<file path="src/lcdpf_cfg.svh">
// Purpose: Constants for the LCD controller pin-function block
// Assumes: Included by bare name
// Notes:   Registers are kept by index; APB byte address is four times it
`ifndef LCDPF_CFG_SVH
`define LCDPF_CFG_SVH
`define LCDPF_HOST_RDY   3'h0
`define LCDPF_HOST_WAIT  3'h1
`define LCDPF_HOST_SACK1 3'h3
`define LCDPF_HOST_SACK2 3'h5
`define LCDPF_HOST_GEN   3'h7
`define LCDPF_IDX_PANEL  10'h002
`define LCDPF_IDX_MISC   10'h003
`define LCDPF_IDX_GPIO   10'h004
`define LCDPF_IDX_STAT   10'h005
`define LCDPF_OFF_PANEL  {`LCDPF_IDX_PANEL, 2'b00}
`define LCDPF_OFF_MISC   {`LCDPF_IDX_MISC, 2'b00}
`define LCDPF_OFF_GPIO   {`LCDPF_IDX_GPIO, 2'b00}
`define LCDPF_OFF_STAT   {`LCDPF_IDX_STAT, 2'b00}
`define LCDPF_PTYPE_LSB  4
`define LCDPF_INVV_BIT   1
`define LCDPF_PSAVE_BIT  2
`define LCDPF_PANEL_POWER_ENABLE_BIT 3
`endif

</file>
<file path="src/lcdpf_pkg.sv">
// Purpose: Types for the LCD controller pin-function block
// Assumes: Nothing
// Notes:   Types only; numbers live in the cfg header
package lcdpf_pkg;
  typedef enum {LCDPF_RDY, LCDPF_WAIT, LCDPF_SACK1, LCDPF_SACK2, LCDPF_GEN1, LCDPF_GEN2,
                LCDPF_RSVD} lcdpf_host_t;
  typedef enum {LCDPF_MONO, LCDPF_CSTN, LCDPF_CSTN_F1, LCDPF_TFT} lcdpf_panel_t;
  typedef struct packed {
    logic       big_endian;
    logic [2:0] host_sel;
    logic       bus_start;
  } lcdpf_strap_t;
endpackage

</file>
<file path="src/lcdpf_sync.sv">
// Purpose: Two-flop synchroniser
// Assumes: Input from another domain
// Notes:   First flop read only by the second
`timescale 1ns/1ps
`default_nettype none
module lcdpf_sync #(parameter int W = 1) (
  input  wire logic         clk,  // Clock
  input  wire logic         rst,  // Sync reset
  input  wire logic [W-1:0] d,    // Async in
  output logic      [W-1:0] q     // Synced
);
  logic [W-1:0] m_r;
  // Double flop
  always_ff @(posedge clk) begin
    if (rst) begin
      m_r <= '0;
      q   <= '0;
    end else begin
      m_r <= d;
      q   <= m_r;
    end
  end
endmodule // lcdpf_sync
`default_nettype wire

</file>
<file path="src/lcdpf_hostdec.sv">
// Purpose: Strap decode to host bus personality
// Assumes: Straps already latched
// Notes:   Pure combinational
`timescale 1ns/1ps
`default_nettype none
`include "lcdpf_cfg.svh"
module lcdpf_hostdec
  import lcdpf_pkg::*;
(
  input  wire lcdpf_strap_t strap,  // Latched straps
  output lcdpf_host_t       host    // Personality
);
  // Reserved codes map to a safe idle mode
  always_comb begin
    case (strap.host_sel)
      `LCDPF_HOST_RDY:   host = LCDPF_RDY;
      `LCDPF_HOST_WAIT:  host = LCDPF_WAIT;
      `LCDPF_HOST_SACK1: host = LCDPF_SACK1;
      `LCDPF_HOST_SACK2: host = LCDPF_SACK2;
      `LCDPF_HOST_GEN:   host = strap.bus_start ? LCDPF_GEN2 : LCDPF_GEN1;
      default:           host = LCDPF_RSVD;
    endcase
  end
endmodule // lcdpf_hostdec
`default_nettype wire

</file>
<file path="src/lcdpf_top.sv">
// Purpose: Host pin personality and panel pin muxing
// Assumes: SYS_CLK 20 MHz, SRST synchronous active high
// Notes:   Registers on APB; panel timing comes from core inputs
// Behaviour
// - Wait and ready variants take the read pin as active-low read.
// - Generic one: read pin is low-byte read; rd/wr pin is high-byte read.
// - Generic two: read pin is one active-low read for the access.
// - Strobe-ack two: read pin is transfer size bit 1.
// - Wait variant: wait pin low stretches the cycle.
// - Ready variant: wait pin low signals access complete.
// - Strobe-ack one: wait pin is transfer acknowledge, active low.
// - Strobe-ack two: wait pin is size ack bit 1, 16-bit port.
// - Generic modes: wait pin is active-low wait.
// - Reset returns all control registers to defaults.
// - Reset forces outputs inactive, except PREADY, PSLVERR and BIG_ENDIAN.
// - Data pins 10..8 panel data for TFT, else GPIO 3..1, inputs in reset.
// - Data pin 11 panel data for TFT, else GPIO 4 or invert input.
// - Timing output is display enable, bias toggle or second shift clock.
// - Panel power enable, active high, low in reset.
// - Straps sampled at reset: endian and host select.
// - Control bit picks general_io_zero as GPIO or power-save input.
// - Inverse video on pin 11 only when its control bit is set.
`timescale 1ns/1ps
`default_nettype none
`include "lcdpf_cfg.svh"
module lcdpf_top
  import lcdpf_pkg::*;
(
  input  wire logic        SYS_CLK,         // 20 MHz clock
  input  wire logic        SRST,            // Sync reset, high
  input  wire logic        PSEL,            // APB select
  input  wire logic        PENABLE,         // APB enable
  input  wire logic        PWRITE,          // APB direction
  input  wire logic [11:0] PADDR,           // APB address
  input  wire logic [31:0] PWDATA,          // APB write data
  output logic      [31:0] PRDATA,          // APB read data
  output logic             PREADY,          // APB ready
  output logic             PSLVERR,         // APB error
  input  wire logic [3:0]  STRAP_CONFIG_INPUTS, // Straps
  input  wire logic        BUS_START_N,     // Bus start pin
  input  wire logic        CS_N,            // Chip select
  input  wire logic        RD_N,            // Shared read pin
  input  wire logic        RD_WR_N,         // Read/write pin
  input  wire logic        CORE_INPUT_CLOCK,// Sampled link clock
  input  wire logic        CORE_BUSY,       // Core cannot finish access
  output logic             HOST_READ,       // Decoded read
  output logic             HOST_READ_LO,    // Low byte read
  output logic             HOST_READ_HI,    // High byte read
  output logic             TRANSFER_SIZE_BIT1, // Size bit 1
  output logic             BIG_ENDIAN,      // Latched endian
  output logic             WAIT_O,          // Wait/ack pin level
  output logic             WAIT_OE,         // Wait/ack pin enable
  input  wire logic [7:0]  CORE_PANEL_DATA, // Core data 7..0
  input  wire logic [3:0]  CORE_PANEL_DATA_HI, // Core data 11..8
  input  wire logic        CORE_FRAME,      // Core frame pulse
  input  wire logic        CORE_LINE,       // Core line pulse
  input  wire logic        CORE_SHIFT,      // Core shift clock
  input  wire logic        CORE_DE,         // Core display enable
  input  wire logic        CORE_BIAS,       // Core bias toggle
  input  wire logic        CORE_SHIFT2,     // Core second shift
  output logic [7:0]       PANEL_DATA,      // Panel data 7..0
  input  wire logic [3:0]  PANEL_DATA_HI_I, // Pins 11..8 in
  output logic [3:0]       PANEL_DATA_HI_O, // Pins 11..8 out
  output logic [3:0]       PANEL_DATA_HI_OE,// Pins 11..8 enable
  output logic             PANEL_FRAME_PULSE, // Frame
  output logic             PANEL_LINE_PULSE,  // Line
  output logic             PANEL_SHIFT_CLOCK, // Shift
  output logic             PANEL_DISPLAY_ENABLE, // Multi-function timing
  output logic             PANEL_POWER_ENABLE,   // Panel power
  input  wire logic        GENERAL_IO_ZERO_I,  // Pin in
  output logic             GENERAL_IO_ZERO_O,  // Pin out
  output logic             GENERAL_IO_ZERO_OE, // Pin enable
  output logic             POWER_SAVE_REQ,     // Hardware power save
  output logic             INVERSE_VIDEO       // Hardware invert
);
  ////////////////////////////////////////////////////////////////////////
  // Synchronisers for pin inputs
  logic [3:0] strap_s;
  logic [8:0] pins_s;
  lcdpf_sync #(.W(4)) u_sync_strap (.clk(SYS_CLK), .rst(1'b0), .d(STRAP_CONFIG_INPUTS),
                                    .q(strap_s));
  // No reset here: a reset value would fake chip select and bus start low
  lcdpf_sync #(.W(9)) u_sync_pins (.clk(SYS_CLK), .rst(1'b0),
    .d({BUS_START_N, CS_N, RD_N, RD_WR_N, CORE_INPUT_CLOCK, PANEL_DATA_HI_I}),
    .q(pins_s));
  logic bs_s, cs_n_s, rd_n_s, rdwr_n_s, cki_s;
  logic [3:0] hi_in_s;
  assign {bs_s, cs_n_s, rd_n_s, rdwr_n_s, cki_s, hi_in_s} = pins_s;
  logic gp0_s;
  lcdpf_sync #(.W(1)) u_sync_gp0 (.clk(SYS_CLK), .rst(SRST), .d(GENERAL_IO_ZERO_I),
                                  .q(gp0_s));

  ////////////////////////////////////////////////////////////////////////
  // Strap capture while reset is held; straps need three cycles of reset
  lcdpf_strap_t strap_r;
  always_ff @(posedge SYS_CLK) begin
    if (SRST) begin
      strap_r <= '{big_endian: strap_s[3], host_sel: strap_s[2:0], bus_start: bs_s};
    end
  end
  lcdpf_host_t host;
  lcdpf_hostdec u_dec (.strap(strap_r), .host(host));
  assign BIG_ENDIAN = strap_r.big_endian;

  ////////////////////////////////////////////////////////////////////////
  // Control registers
  logic [1:0]  panel_r;        // Panel type
  logic        invv_r;         // Inverse video enable
  logic [7:0]  misc_r;         // Mode bits
  logic [4:0]  gpio_out_r;     // GPIO 4..0 out
  logic [4:0]  gpio_dir_r;     // GPIO 4..0 direction
  logic        apb_wr, apb_rd;
  assign apb_wr = PSEL && PENABLE && PWRITE;
  assign apb_rd = PSEL && PENABLE && !PWRITE;
  function automatic logic mapped(input logic [11:0] a);
    mapped = (a == `LCDPF_OFF_PANEL) || (a == `LCDPF_OFF_MISC) ||
             (a == `LCDPF_OFF_GPIO) || (a == `LCDPF_OFF_STAT);
  endfunction
  assign PREADY  = 1'b1;
  assign PSLVERR = PSEL && PENABLE && !mapped(PADDR);
  // Register writes
  always_ff @(posedge SYS_CLK) begin
    if (SRST) begin
      panel_r    <= 2'h0;
      invv_r     <= 1'b0;
      misc_r     <= 8'h00;
      gpio_out_r <= 5'h00;
      gpio_dir_r <= 5'h00;
    end else if (apb_wr) begin
      case (PADDR)
        `LCDPF_OFF_PANEL: begin
          panel_r <= PWDATA[`LCDPF_PTYPE_LSB+1:`LCDPF_PTYPE_LSB];
          invv_r  <= PWDATA[`LCDPF_INVV_BIT];
        end
        `LCDPF_OFF_MISC:  misc_r  <= PWDATA[7:0];
        `LCDPF_OFF_GPIO: begin
          gpio_out_r <= PWDATA[4:0];
          gpio_dir_r <= PWDATA[12:8];
        end
        default: ;
      endcase
    end
  end
  logic [4:0] gpio_in;
  assign gpio_in = {hi_in_s, gp0_s};
  // Read data from flops
  always_ff @(posedge SYS_CLK) begin
    if (SRST) begin
      PRDATA <= 32'h0000_0000;
    end else if (PSEL && !PENABLE && !PWRITE) begin
      case (PADDR)
        `LCDPF_OFF_PANEL: PRDATA <= {26'h0, panel_r, 2'h0, invv_r, 1'b0};
        `LCDPF_OFF_MISC:  PRDATA <= {24'h0, misc_r};
        `LCDPF_OFF_GPIO:  PRDATA <= {11'h0, gpio_in, 3'h0, gpio_dir_r, 3'h0, gpio_out_r};
        `LCDPF_OFF_STAT:  PRDATA <= {27'h0, strap_r};
        default:          PRDATA <= 32'h0000_0000;
      endcase
    end
  end

  ////////////////////////////////////////////////////////////////////////
  // Host read pin decode per personality
  always_comb begin
    HOST_READ          = 1'b0;
    HOST_READ_LO       = 1'b0;
    HOST_READ_HI       = 1'b0;
    TRANSFER_SIZE_BIT1 = 1'b0;
    if (!SRST && !cs_n_s) begin
      case (host)
        LCDPF_RDY, LCDPF_WAIT: HOST_READ = !rd_n_s;
        LCDPF_GEN1: begin
          HOST_READ_LO = !rd_n_s;
          HOST_READ_HI = !rdwr_n_s;
          HOST_READ    = !rd_n_s || !rdwr_n_s;
        end
        LCDPF_GEN2:  HOST_READ = !rd_n_s;
        LCDPF_SACK2: TRANSFER_SIZE_BIT1 = rd_n_s;
        LCDPF_SACK1: HOST_READ = 1'b0;
        default:     HOST_READ = 1'b0;
      endcase
    end
  end

  ////////////////////////////////////////////////////////////////////////
  // Wait/ack pin: core busy means not yet complete
  logic done;
  assign done = !CORE_BUSY;
  always_ff @(posedge SYS_CLK) begin
    if (SRST) begin
      WAIT_O  <= 1'b1;
      WAIT_OE <= 1'b0;
    end else begin
      WAIT_OE <= !cs_n_s && (host != LCDPF_RSVD);
      case (host)
        LCDPF_WAIT:  WAIT_O <= !CORE_BUSY;
        LCDPF_RDY:   WAIT_O <= !done;
        LCDPF_SACK1: WAIT_O <= !done;
        LCDPF_SACK2: WAIT_O <= !done;
        LCDPF_GEN1, LCDPF_GEN2: WAIT_O <= !CORE_BUSY;
        default:     WAIT_O <= 1'b1;
      endcase
    end
  end

  ////////////////////////////////////////////////////////////////////////
  // Link clock level registered once more to gate the shift clock
  logic cki_d_r;
  always_ff @(posedge SYS_CLK) begin
    if (SRST) cki_d_r <= 1'b0;
    else      cki_d_r <= cki_s;
  end

  ////////////////////////////////////////////////////////////////////////
  // Panel outputs, all registered; low throughout reset
  lcdpf_panel_t ptype;
  always_comb begin
    case (panel_r)
      2'h0:    ptype = LCDPF_MONO;
      2'h1:    ptype = LCDPF_CSTN;
      2'h2:    ptype = LCDPF_CSTN_F1;
      default: ptype = LCDPF_TFT;
    endcase
  end
  logic tft;
  assign tft = (ptype == LCDPF_TFT);
  always_ff @(posedge SYS_CLK) begin
    if (SRST) begin
      PANEL_DATA           <= 8'h00;
      PANEL_FRAME_PULSE    <= 1'b0;
      PANEL_LINE_PULSE     <= 1'b0;
      PANEL_SHIFT_CLOCK    <= 1'b0;
      PANEL_DISPLAY_ENABLE <= 1'b0;
      PANEL_POWER_ENABLE   <= 1'b0;
    end else begin
      PANEL_DATA        <= CORE_PANEL_DATA;
      PANEL_FRAME_PULSE <= CORE_FRAME;
      PANEL_LINE_PULSE  <= CORE_LINE;
      PANEL_SHIFT_CLOCK <= CORE_SHIFT && cki_d_r;
      PANEL_POWER_ENABLE <= misc_r[`LCDPF_PANEL_POWER_ENABLE_BIT];
      case (ptype)
        LCDPF_TFT:     PANEL_DISPLAY_ENABLE <= CORE_DE;
        LCDPF_CSTN_F1: PANEL_DISPLAY_ENABLE <= CORE_SHIFT2;
        default:       PANEL_DISPLAY_ENABLE <= CORE_BIAS;
      endcase
    end
  end

  ////////////////////////////////////////////////////////////////////////
  // Multi-function pins 11..8 and general_io_zero
  logic inv_en, psave_en;
  assign inv_en   = invv_r && !tft;
  assign psave_en = misc_r[`LCDPF_PSAVE_BIT];
  genvar gi;
  generate
    for (gi = 0; gi < 4; gi++) begin : g_hi
      always_ff @(posedge SYS_CLK) begin
        if (SRST) begin
          PANEL_DATA_HI_O[gi]  <= 1'b0;
          PANEL_DATA_HI_OE[gi] <= 1'b0;
        end else if (tft) begin
          PANEL_DATA_HI_O[gi]  <= CORE_PANEL_DATA_HI[gi];
          PANEL_DATA_HI_OE[gi] <= 1'b1;
        end else begin
          PANEL_DATA_HI_O[gi]  <= gpio_out_r[gi+1];
          PANEL_DATA_HI_OE[gi] <= gpio_dir_r[gi+1] && !(gi == 3 && inv_en);
        end
      end
    end
  endgenerate
  // Invert input from pin 11 only when enabled
  always_ff @(posedge SYS_CLK) begin
    if (SRST) begin
      INVERSE_VIDEO      <= 1'b0;
      POWER_SAVE_REQ     <= 1'b0;
      GENERAL_IO_ZERO_O  <= 1'b0;
      GENERAL_IO_ZERO_OE <= 1'b0;
    end else begin
      INVERSE_VIDEO      <= inv_en && hi_in_s[3];
      POWER_SAVE_REQ     <= psave_en && gp0_s;
      GENERAL_IO_ZERO_O  <= gpio_out_r[0];
      GENERAL_IO_ZERO_OE <= gpio_dir_r[0] && !psave_en;
    end
  end

  ////////////////////////////////////////////////////////////////////////
  // Assertions
  a_reset_panel_low: assert property (@(posedge SYS_CLK)
    $past(SRST) |-> (PANEL_DATA == 8'h00) && !PANEL_FRAME_PULSE && !PANEL_SHIFT_CLOCK)
    else $error("panel outputs not low after reset");
  a_reset_power_low: assert property (@(posedge SYS_CLK)
    $past(SRST) |-> !PANEL_POWER_ENABLE)
    else $error("panel power high in reset");
  a_wait_release_cs: assert property (@(posedge SYS_CLK) disable iff (SRST)
    $past(cs_n_s) && !$past(SRST) |-> !WAIT_OE)
    else $error("wait driven without chip select");
  a_wait_busy_hold: assert property (@(posedge SYS_CLK) disable iff (SRST)
    (host == LCDPF_WAIT) && CORE_BUSY && !$past(SRST) |=> !WAIT_O)
    else $error("wait not asserted while busy");
  a_ack_done: assert property (@(posedge SYS_CLK) disable iff (SRST)
    (host == LCDPF_SACK1) && !CORE_BUSY |=> !WAIT_O)
    else $error("acknowledge missing");
  a_gen_read_lo: assert property (@(posedge SYS_CLK) disable iff (SRST)
    (host == LCDPF_GEN1) && !cs_n_s && !rd_n_s |-> HOST_READ_LO && !TRANSFER_SIZE_BIT1)
    else $error("low byte read missed");
  a_size_bit_one: assert property (@(posedge SYS_CLK) disable iff (SRST)
    (host == LCDPF_SACK2) && !cs_n_s |-> (TRANSFER_SIZE_BIT1 == rd_n_s) && !HOST_READ)
    else $error("size bit decode wrong");
  a_invert_gate: assert property (@(posedge SYS_CLK) disable iff (SRST)
    INVERSE_VIDEO |-> $past(invv_r))
    else $error("invert without enable");
  a_tft_hi_drive: assert property (@(posedge SYS_CLK) disable iff (SRST)
    tft ##1 !$past(SRST) |-> PANEL_DATA_HI_OE == 4'hf)
    else $error("tft high data not driven");
endmodule // lcdpf_top
`default_nettype wire

</file>
<file path="config.mk">
export PLATFORM = sky130hd
export DESIGN_NAME = lcdpf_top
export DESIGN_NICKNAME = d
export VERILOG_FILES = /design/src/lcdpf_pkg.sv /design/src/lcdpf_sync.sv /design/src/lcdpf_hostdec.sv /design/src/lcdpf_top.sv
export VERILOG_INCLUDE_DIRS = /design/src
export SDC_FILE = /design/constraint.sdc
export NUM_CORES = 1
export LEC_CHECK = 0
export ABC_AREA = 0
export BUFFER_PORTS_ARGS = -buffer_cell sky130_fd_sc_hd__buf_2
export CAP_MARGIN = 0
export CORE_MARGIN = 4
export CORE_UTILIZATION = 51
export DETAILED_ROUTE_END_ITERATION = 6
export PLACE_DENSITY_LB_ADDON = 0.2
export SLEW_MARGIN = 30
export SYNTH_ARGS = -nofsm -noshare
export SYNTH_HDL_FRONTEND = slang
export SYNTH_SLANG_ARGS = --single-unit
</file>
<file path="constraint.sdc">
create_clock -name SYS_CLK -period 2.95 [get_ports SYS_CLK]
set_input_delay 0.59 -clock SYS_CLK [delete_from_list [all_inputs] [get_ports SYS_CLK]]
set_output_delay 0.59 -clock SYS_CLK [all_outputs]
set_load 0.01 [all_outputs]
</file>
==> results_dict.tcl <==
set metrics [dict create \
    antenna_found_initial 0 \
    timing.fmax_ghz 0.388 \
    rsz0062_at_grt "false" \
    fin_area_um2 4250 \
    drive_gt1_frac 0.317 \
    status "finished, final reports clean" \
    gp_congestion 0.800 \
    synthCells 342 \
    post_cts_resized 0 \
    p_comb_frac 0.059 \
    syn2layout_area_growth_pct 20.8 \
    tightestPinTransition_ns 0.798 \
    dr_total_vias 2705 \
    vias_per_cell 5.09 \
    routedWlPerCell_um 14.2 \
    rows 30 \
    synthFlopType "dfxtp_1" \
    synth_edf_count 5 \
    die_height_um 91.0 \
    grt_usage 0.186 \
    synth_seq_cells 100 \
    worstPathRequired_ns 2.36 \
    p_leak_nw 1.82 \
    dp.cells 515 \
    ys_async_sr_fraction 0 \
    postCtsHoldBufs 0 \
    cap_viol_max_count 0 \
    postCtsSetupBuffers 0 \
    hold_path.class "in2reg" \
    rr_worst_depth 4 \
    grt_overflow 0 \
    synth_area_per_cell_um2 10.3 \
    die_area_um2 8290 \
    drt-initial-drc-count 172 \
    maxSlewHeadroom 0.467 \
    yosys_warnings 0 \
    cts_tree "done" \
    clkPwrFrac 0.352 \
    ff_latch_area_um2 2050 \
    crit_fanout 11 \
    clock_skew_ns 0.00849 \
    peakVddDrop_uv 395 \
    synth.distinct_cells 41 \
    power.density_nw_per_um2 563 \
    placed_area_um2 4060 \
    critPathKind "in2out" \
    dr.pass1.iters 4 \
    htree_num_levels 3 \
    arrival_ns 1.98 \
    fillers 614 \
    design_power_total_w 0.00239 \
    syn_area_um2 3520 \
    finalMaxSlewViolations 0 \
    multi_input_area_um2 1300 \
    holdPathStages 1 \
    port-buffer-count 113 \
    cts.root.buffer_cell "clkbuf_8" \
    ant_nets 0 \
    seq_power_share 0.588 \
    intPower_w 0.00185 \
    clk_pin_slew_worst_paths_ns 0.09 \
    numCtsBuffers 9 \
    grt_pass1_vias 2614 \
    ios 148 \
    clock_sinks 100 \
    finalHoldViolations 0 \
    antenna_cells 0 \
    worst_setup_path_end_kind "output port" \
    dp_hpwl_um 5480 \
    initial_utilization 0.521 \
    min_period_ns 2.57 \
    setup_viol 0 \
    start_kind "input port" \
    final.setup.tns_ns 0 \
    worstSkewPairLatency_ns 0.36 \
    grt_max_degree 78 \
    clk_path_buf_depth 2 \
    nNetsFinal 528 \
    finalCritPeriodShare 0.873 \
    drc 0 \
    coreArea_um2 6760 \
    die_w_um 91.0 \
    wl_um 7520 \
    seq_area_frac_synth 0.583 \
    netSwitchingPower_w 0.000542 \
    switching_share 0.226 \
    fin_cells 531 \
    grt_pass1_wl_um 12400 \
]
cell usage in the layout, fill, tap and decap left out, types with 2 or more instances in the layout:
cell,instances
or3_1,3
and3_1,3
nand3_1,12
buf_4,5
xnor2_1,2
a21oi_1,19
clkbuf_8,9
a22o_1,7
nor2b_1,18
mux2_2,2
nand4_1,5
nor3b_1,4
nand2_1,19
dfxtp_1,95
conb_1,15
a32oi_1,13
o21ai_1,9
nor4_1,2
clkinv_2,2
edfxtp_1,5
mux2i_1,11
o21ai_0,6
or4_4,2
nor2_1,27
clkinvlp_4,2
buf_2,113
nand2b_1,19
or3b_2,2
a22oi_1,2
nor3_1,4
state kept, by name, indices dropped and copies added, names as in the netlist, 5 cells and up:
signal and cells:
PRDATA 18, u_sync_pins.m_r 9, u_sync_pins.q 9, PANEL_DATA 8
misc_r 8, gpio_dir_r 5, gpio_out_r 5
worst paths after layout:
kind                                            to          startpoint  slack (ns)
worst max-delay path                       PSLVERR            PADDR[3]        0.38
worst min register to register    u_sync_pins.q[5]  u_sync_pins.m_r[5]        0.33
worst min-delay path            u_sync_pins.m_r[4]    CORE_INPUT_CLOCK        0.32
worst max register to register              WAIT_O          strap_r[2]        1.62
power by group through the flow:
stage          combinational, W  sequential, W  clock [W]
5_1_grt                0.000157        0.00141   0.000927
4_1_cts                0.000142        0.00141   0.000865
3_3_place_gp           0.000140        0.00144          0
2_1_floorplan         0.0000839        0.00144          0
3_5_place_dp           0.000141        0.00144          0
6_report               0.000141        0.00141   0.000843
worst max-delay path: stages:
cell and delay (ns):
buf_2 0.12, nor2b_1 0.62, o2111ai_1 0.29, and3_1 0.24, buf_2 0.13
cell type report:
| cell class | instances | share of cell area |
|---|---|---|
| repair buffers | 118 | 0.142 |
| multi-input cells | 217 | 0.307 |
| well taps | 80 | 0.0236 |
| clock inverters | 6 | 0.0150 |
| clock buffers | 10 | 0.0300 |
| flip-flops and latches | 100 | 0.483 |
per-stage QoR:
stage,utilization,hold WS [ns],setup slack [ns]
after floorplan,-,0.310,0.757
after global placement,0.601,0.311,0.447
after detailed placement,0.601,0.312,0.419
after CTS,0.629,0.311,0.419
after global routing,0.629,0.303,0.255
final,0.629,0.323,0.375
cell usage after synthesis, types with 3 or more instances:
master    count  share of area
nor2b_1      18          0.032
a32oi_1      13          0.032
buf_4        15          0.032
nor3b_1       4         0.0085
nand2b_1     19          0.034
mux2i_1      11          0.031
dfxtp_1      95           0.54
nand4_1       5         0.0089
nor2_1       27          0.029
or3_1         3         0.0053
nand2_1      19          0.020
nor3_1        4         0.0057
a21oi_1      19          0.027
o21ai_0       6         0.0085
clkbuf_1     18          0.019
edfxtp_1      5          0.043
a22o_1        7          0.017
o21ai_1       9          0.013
and3_1        3         0.0053
buf_2         3         0.0043
nand3_1      12          0.017
per-layer routing:
| layer | up-vias | track usage | wire, um |
|---|---|---|---|
| met4 | 0 | 0.0766 | 118 |
| met2 | 101 | 0.282 | 3480 |
| met5 | - | 0 | 0 |
| met1 | 1232 | 0.244 | 3330 |
| met3 | 11 | 0.0605 | 593 |
| li1 | 1361 | - | - |
logic make-up (layout without fill, tap and decap cells):
family,after synthesis,in the layout,share of synthesized area
AND/OR/NAND/NOR,126,126,0.197
multiplexers,13,13,0.0377
buffers and inverters,38,134,0.0601
XOR/XNOR,2,2,0.00498
flip-flops,100,100,0.583
AO/OA/AOI/OAI,61,61,0.114
other,2,15,0.00214
No activity file was read; power rests on OpenSTA's default activity.
